===== src/logic/cks_pkg.sv =====
// Constants shared by the card information checksum checker
package cks_pkg;
	localparam int ADDR_W = 24;
	localparam logic [7:0] CHECKSUM_CODE = 8'h10;
	localparam logic [7:0] SUM_RESET = 8'h00;
	localparam logic [2:0] IDX_CODE = 3'h0;
	localparam logic [2:0] IDX_LINK = 3'h1;
	localparam logic [2:0] IDX_OFF_LO = 3'h2;
	localparam logic [2:0] IDX_OFF_HI = 3'h3;
	localparam logic [2:0] IDX_LEN_LO = 3'h4;
	localparam logic [2:0] IDX_LEN_HI = 3'h5;
	localparam logic [2:0] IDX_SUM = 3'h6;
	localparam int ENTRY_BYTES = 7;
	localparam logic [ADDR_W-1:0] STEP_COMMON = 24'h000001;
	localparam logic [ADDR_W-1:0] STEP_ATTR = 24'h000002;
	localparam logic [ADDR_W-1:0] ADDR_RESET = 24'h000000;
	localparam logic [15:0] LEN_ZERO = 16'h0000;
	localparam logic [15:0] LEN_ONE = 16'h0001;
	typedef enum logic [1:0] {ST_IDLE, ST_FETCH, ST_SUM, ST_DONE} cks_state_t;
endpackage


===== src/logic/sum_accumulator.sv =====
// Modulo-256 byte accumulator
module sum_accumulator (
	// Clock and reset
	input wire logic i_mclk,
	input wire logic i_rst,
	// Control
	input wire logic i_clear,
	input wire logic i_add,
	input wire logic [7:0] i_data,
	// Result
	output logic [7:0] o_sum
);
	always_ff @(posedge i_mclk) begin
		if (i_rst || i_clear) begin
			o_sum <= cks_pkg::SUM_RESET;
		end else if (i_add) begin
			o_sum <= o_sum + i_data;
		end
	end
endmodule


===== config.mk =====
export PLATFORM = sky130hd
export DESIGN_NAME = sum_accumulator
export DESIGN_NICKNAME = d
export VERILOG_FILES = /design/src/logic/cks_pkg.sv /design/src/logic/sum_accumulator.sv
export SDC_FILE = /design/constraint.sdc
export NUM_CORES = 1
export LEC_CHECK = 0
export BUFFER_PORTS_ARGS = -buffer_cell sky130_fd_sc_hd__buf_2
export CORE_AREA = 3 3 40 42
export DETAILED_ROUTE_END_ITERATION = 10
export DIE_AREA = 0 0 43 45
export HOLD_SLACK_MARGIN = 0.08
export PLACE_DENSITY = 0.81
export SLEW_MARGIN = 30
export SYNTH_ARGS = -nofsm -noshare
export SYNTH_HDL_FRONTEND = slang
export SYNTH_SLANG_ARGS = --single-unit

===== constraint.sdc =====
create_clock -name i_mclk -period 3 [get_ports i_mclk]
set_input_delay 0.15 -clock i_mclk [delete_from_list [all_inputs] [get_ports i_mclk]]
set_output_delay 0.15 -clock i_mclk [all_outputs]
set_load 0.1 [all_outputs]

==> out/summary.txt, run 1 <==
WP data required - 3.15 ns
#FFs+latches synth - 8
Synth Flop Type - dfxtp_1
hold depth - 3
DRT Pass-1 Iters - 1
clk buf depth - 2
synth warn - 0
DR DRC count - 0
Crit Path Max Fanout - 3
ant diodes - 0
Cell Area, Synth - 591 sq um
sequential fraction of the synthesis area - 27.1%
Core Area - 1280 sq um
# fillers - 137
Worst-Margin Slew - 0.484 ns
Static Leakage - 0.000343 uW
period utilisation layout - 58.7%
most frequent cell after synthesis - dfxtp_1
first-pass GRT wire length - 2.02 mm
maximum vdd drop - 240 uV
CP max stage delay - 0.40 ns
top-area cell type share of the netlist area - 27.1%
Tmin final - 1.76 ns
I/O pins - 20
placed cell count - 101
number of setup buffers added after CTS - 0
vias in the first global route - 512
ranking of synthesized cells by area - dfxtp_1 27%, ha_1 15%, mux2i_1 6.8%, nor3b_1 5.1%, nand2_1 3.8%
largest family of logic cells by synthesized area - simple AND/OR/NAND/NOR gates
Slowest cell on crit path - fa_1
Synth Area in XOR/XNOR - 4.45%
Unique masters post-synth - 27
max-slew violation count - 0
fin cells - 104
RD Place Congestion - 0.712
Synth Area in Compound Gates - 17.6%
Reg2Reg Depth - 8
global-route track usage on met2 - 22.8%
Die Wd - 43 microns
Post-DRT Antenna Nets - 0
Area growth syn-to-layout - 21.8%
CTS tree - built
Max Cap Violations - 0
Largest Register - o_sum
Synth Instances - 69
worst hold path class - in2reg
mux cell area share after synthesis - 6.78%
Synth Area in Simple Gates - 22.0%
RSZ-0062 raised after global routing - false
die area - 1940 sq um
Clock Root Buffer - clkbuf_4
crit-path cells - ha_1, inv_1, fa_1, nor2b_1, o21ai_1, a21boi_1, nor3b_1, o21a_1
worst-skew pair later-pin latency - 0.25 ns
initial antenna violation count - 0
met3 Usage GRT - 2.79%
Total Wirelength - 1.17 mm
cts repair resizes - 0
Syn Area/Cell - 8.56 sq um
crit end category - register
Die H - 45 microns
hold_buf cts - 0
clock sinks - 8
crit start category - register
Final Hold Viols - 0
Most Crowded Layer GR - met2
post-layout net count - 111
gr usage total - 13.9%
gr ovfl total - 0
layout cells sized above 1 - 25.8%
TritonCTS buffer count - 3
biggest regs - o_sum: 8 flops
CP Data Arrival Time - 1.91 ns
status - finished, final reports clean
area leader, netlist - dfxtp_1
mean routed wirelength per cell - 11.3 microns
max FFs per register - 8
EDFF count, synth - 0
vias per cell - 5.08
syn nets - 89
CTS H-tree lvls - 1
PD cells - 405 nW/um^2
via count - 528
Crit Path Category - reg2reg
Post-Synth Adder-Cell Area - 18.2%
1st-iter DRT viols - 0
GR met1 Demand/Resource - 16.6%
synth cell count leaders - 8 x dfxtp_1, 7 x ha_1, 6 x nand2_1
Final Setup Violations - 0
Fmax - 568 MHz
DP HPWL - 961 microns
clock skew - 0.000247 ns
final setup TNS - 0 ns
input/output buffers - 19
FP Rows - 13
largest net degree at the start of global routing - 14
ys async rst share - 0%
CTS clk-pin slew, worst paths - 0.05 ns
Slew HR - 68.0%
initial core utilization - 46.0%
-- stage by stage --
step / utilization [%] / hold WS (ns) / total power [uW] / setup WS (ns) / instance area [sq um]
detailed placement: 54.2 / 0.461 / 212 / 1.25 / 697
global route: 56.0 / 0.221 / 310 / 1.07 / 719
floorplan: - / 0.329 / 192 / 0.587 / 591
CTS: 56.0 / 0.188 / 298 / 1.22 / 719
global placement: 54.2 / 0.438 / 211 / 1.30 / 697
finish: 56.0 / 0.196 / 291 / 1.24 / 719
-- path summary, 6_finish.rpt --
check / from / to / slack (ns)
worst min-delay path: i_rst / o_sum[7]$_SDFFE_PP0P_ / 0.20
worst max register to register: o_sum[0]$_SDFFE_PP0P_ / o_sum[4]$_SDFFE_PP0P_ / 1.24
worst min register to register: o_sum[7]$_SDFFE_PP0P_ / o_sum[7]$_SDFFE_PP0P_ / 0.47
worst max-delay path: o_sum[0]$_SDFFE_PP0P_ / o_sum[4]$_SDFFE_PP0P_ / 1.24
-- worst max-delay path: cells and delay by family (launching register included) --
kind	cells	cell delay [ns]
AO/OA/AOI/OAI	3	0.47
AND/OR/NAND/NOR	2	0.21
adder cells (fa/ha/maj)	2	0.57
flip-flops	1	0.35
buffers and inverters	1	0.05
-- routing by layer --
layer  routed length, microns  vias to the layer above
met5                        0                        -
li1                         -                      289
met1                      540                      226
met2                      550                       13
met4                        0                        0
met3                       83                        0
-- layout by cell type (no fill, tap or decap), drive strengths merged, types with 3 or more instances in the layout --
master and instances:
a21oi 4, buf 19, clkbuf 3, dfxtp 8, ha 7, inv 4, mux2i 4, nand2 6
nor2 5, nor3b 4, o21ai 4
-- report_power, final --
| part | internal, uW | total, uW | switching, uW | leakage [uW] |
|---|---|---|---|---|
| clock | 45.7 | 81.7 | 36.0 | 0.0000138 |
| combinational | 30.1 | 94.8 | 64.7 | 0.000264 |
| sequential | 111 | 115 | 3.34 | 0.0000652 |
| total | 187 | 291 | 104 | 0.000343 |
-- kinds of logic after synthesis --
family,after synthesis
and+or+nand+nor,24
AOI/OAI and AO/OA,16
adders and majority gates,8
DFF,8
buffers and inverters,6
muxes,4
xor gates and xnor gates,3
-- final cells by class --
cell class | instances | area (sq um) | share of cell area (%)
multi-input cells | 55 | 408 | 56.7
flip-flops and latches | 8 | 160 | 22.3
repair buffers | 19 | 95.1 | 13.2
clock buffers | 3 | 22.5 | 3.13
well taps | 15 | 18.8 | 2.61
inverters | 4 | 15.0 | 2.09
(Power assumes the default switching activity.)
==> run 2: changes to the inputs <==
Clock period 3 ns to 1.83 ns, I/O delays scaled along.
==> run 2 against run 1 <==
Cell area increased by 8.0%; maximum frequency rose by 3.0%; routed wire length increased by 8.8%; critical path depth is 2 lower; setup slack worse by 1.1 ns; first-iteration DRC count grew 3; die area is the same; cell count increased by 0.96%; non-clock buffer count unchanged; critical path type unchanged.
==> out/summary.txt, run 2 (synthesis gave the netlist of run 1 again) <==
sequential power share - 36.9%
PD cells - 641 nW/um^2
number of setup buffers added after CTS - 0
Die Wd - 43 microns
Worst-Margin Slew - 0.486 ns
worst hold path class - in2reg
FP Rows - 13
status - finished, final reports clean
dpl ws - 0.135 ns
post-layout net count - 111
# fillers - 127
R2R Setup Slk - 0.12 ns
crit-path leading delay family - simple AND/OR/NAND/NOR gates
I/O pins - 20
most frequent cells in the layout - 19 x buf_2, 7 x dfxtp_4, 6 x nand2_1
Max Cap Violations - 0
Static Leakage - 0.000348 uW
most common cell after layout, fill and taps aside - buf_2
input/output buffers - 19
Worst Setup SP - o_sum[4]$_SDFFE_PP0P_
mean routed wirelength per cell - 12.2 microns
WP buf/inv - 0
DRT Pass-1 Iters - 4
final setup TNS - 0 ns
Slew HR - 67.8%
Final Worst Setup Slack - 0.122 ns
RD Place Congestion - 0.720
clk buf depth - 2
Crit Path Category - reg2reg
initial antenna violation count - 0
clock power share - 30.7%
worst-skew pair later-pin latency - 0.26 ns
CTS H-tree lvls - 1
DP HPWL - 1.02 mm
Final Setup Violations - 0
final hold slack - 0.148 ns
vias per cell - 5.42
ant diodes - 0
hold_buf cts - 0
Crit Reg-Reg Startpoint - o_sum[4]$_SDFFE_PP0P_
crit-path cells - ha_1, a21oi_1, o21ai_0, or3_1, and3_1, mux2i_1
Reg-to-Reg End - o_sum[7]$_SDFFE_PP0P_
cell depth of the worst setup path - 6
hold path endpoint - o_sum[4]$_SDFFE_PP0P_
RSZ-0062 raised after global routing - false
Die H - 45 microns
Post-DRT Antenna Nets - 0
layout cells sized above 1 - 36.7%
hold depth - 3
max-slew violation count - 0
Area growth syn-to-layout - 31.6%
cts repair resizes - 0
Net Sw Frac - 37.0%
gr usage total - 16.1%
P_int - 314 uW
TritonCTS buffer count - 3
largest net degree at the start of global routing - 14
Largest Register - o_sum
Crit Path Max Fanout - 4
via count - 569
Comb power frac - 32.4%
crit end category - register
CP Data Arrival Time - 1.85 ns
clock sinks - 8
WP data required - 1.98 ns
max FFs per register - 8
1st-iter DRT viols - 3
biggest regs - o_sum: 8 flops
vias in the first global route - 527
DR DRC count - 0
Net Sw Power - 184 uW
die area - 1940 sq um
Reg2Reg Depth - 6
Hold Startpoint - i_rst
Core Area - 1280 sq um
Slowest cell on crit path - dfxtp_4
gr ovfl total - 0
CP max stage delay - 0.34 ns
CTS clk-pin slew, worst paths - 0.06 ns
CTS tree - built
first-pass GRT wire length - 2.27 mm
period utilisation layout - 93.4%
Tmin final - 1.71 ns
Clock Root Buffer - clkbuf_4
Final Hold Viols - 0
Post-Place Cell Area - 751 sq um
crit start category - register
Fmax - 585 MHz
maximum vdd drop - 432 uV
Final Instance Area - 777 sq um
clock skew - 0.00771 ns
Total Wirelength - 1.28 mm
initial core utilization - 46.0%
run 2: changes by cell type in the layout (fill, tap and decap cells not counted):
cell      before  now
dfxtp_1        8    1
fa_2           0    1
dfxtp_4        0    7
clkbuf_1       0    1
fa_1           1    0
ha_1           7    5
ha_4           0    2
run 2: worst max path at each step:
stage               slack, ns                     to
detailed placement       0.14  o_sum[7]$_SDFFE_PP0P_
finish                   0.12  o_sum[7]$_SDFFE_PP0P_
global placement         0.20  o_sum[4]$_SDFFE_PP0P_
CTS                      0.11  o_sum[7]$_SDFFE_PP0P_
global route             0.03  o_sum[7]$_SDFFE_PP0P_
floorplan                0.04  o_sum[7]$_SDFFE_PP0P_
run 2: cell type report:
type,count,area [sq um],area share [%]
clock buffers,4,26.3,3.38
flip-flops and latches,8,186,24.0
well taps,15,18.8,2.42
inverters,4,15.0,1.93
repair buffers,19,95.1,12.2
multi-input cells,55,435,56.0
run 2: per-layer routing:
| layer | GRT usage [%] | routed length, microns | part of all wire [%] | up-vias |
|---|---|---|---|---|
| met1 | 17.5 | 540 | 42 | 258 |
| met4 | 9.04 | 34 | 2.7 | 0 |
| met2 | 28.7 | 626 | 49 | 17 |
| met5 | 0 | 0 | 0 | - |
| met3 | 3.98 | 77 | 6.0 | 5 |
| li1 | - | - | - | 289 |
run 2: power by group through the flow:
stage	Sequential, uW	Clock [uW]	Combinational [uW]
after floorplan	245	0	69.8
after global placement	187	0	159
after detailed placement	187	0	162
after CTS	184	160	163
after global routing	185	171	177
final	183	153	161
run 2: metrics by stage:
step | total power (uW) | utilization (%) | cells
after floorplan | 314 | - | 69
after global placement | 346 | 58.4 | 101
after detailed placement | 349 | 58.4 | 101
after CTS | 507 | 60.5 | 105
after global routing | 533 | 60.5 | 105
final | 498 | 60.5 | 105
run 2: tightest hold or removal path, cell delays in order:
cell and delay (ns):
buf_2 0.09, nor2_1 0.08, o21a_1 0.11
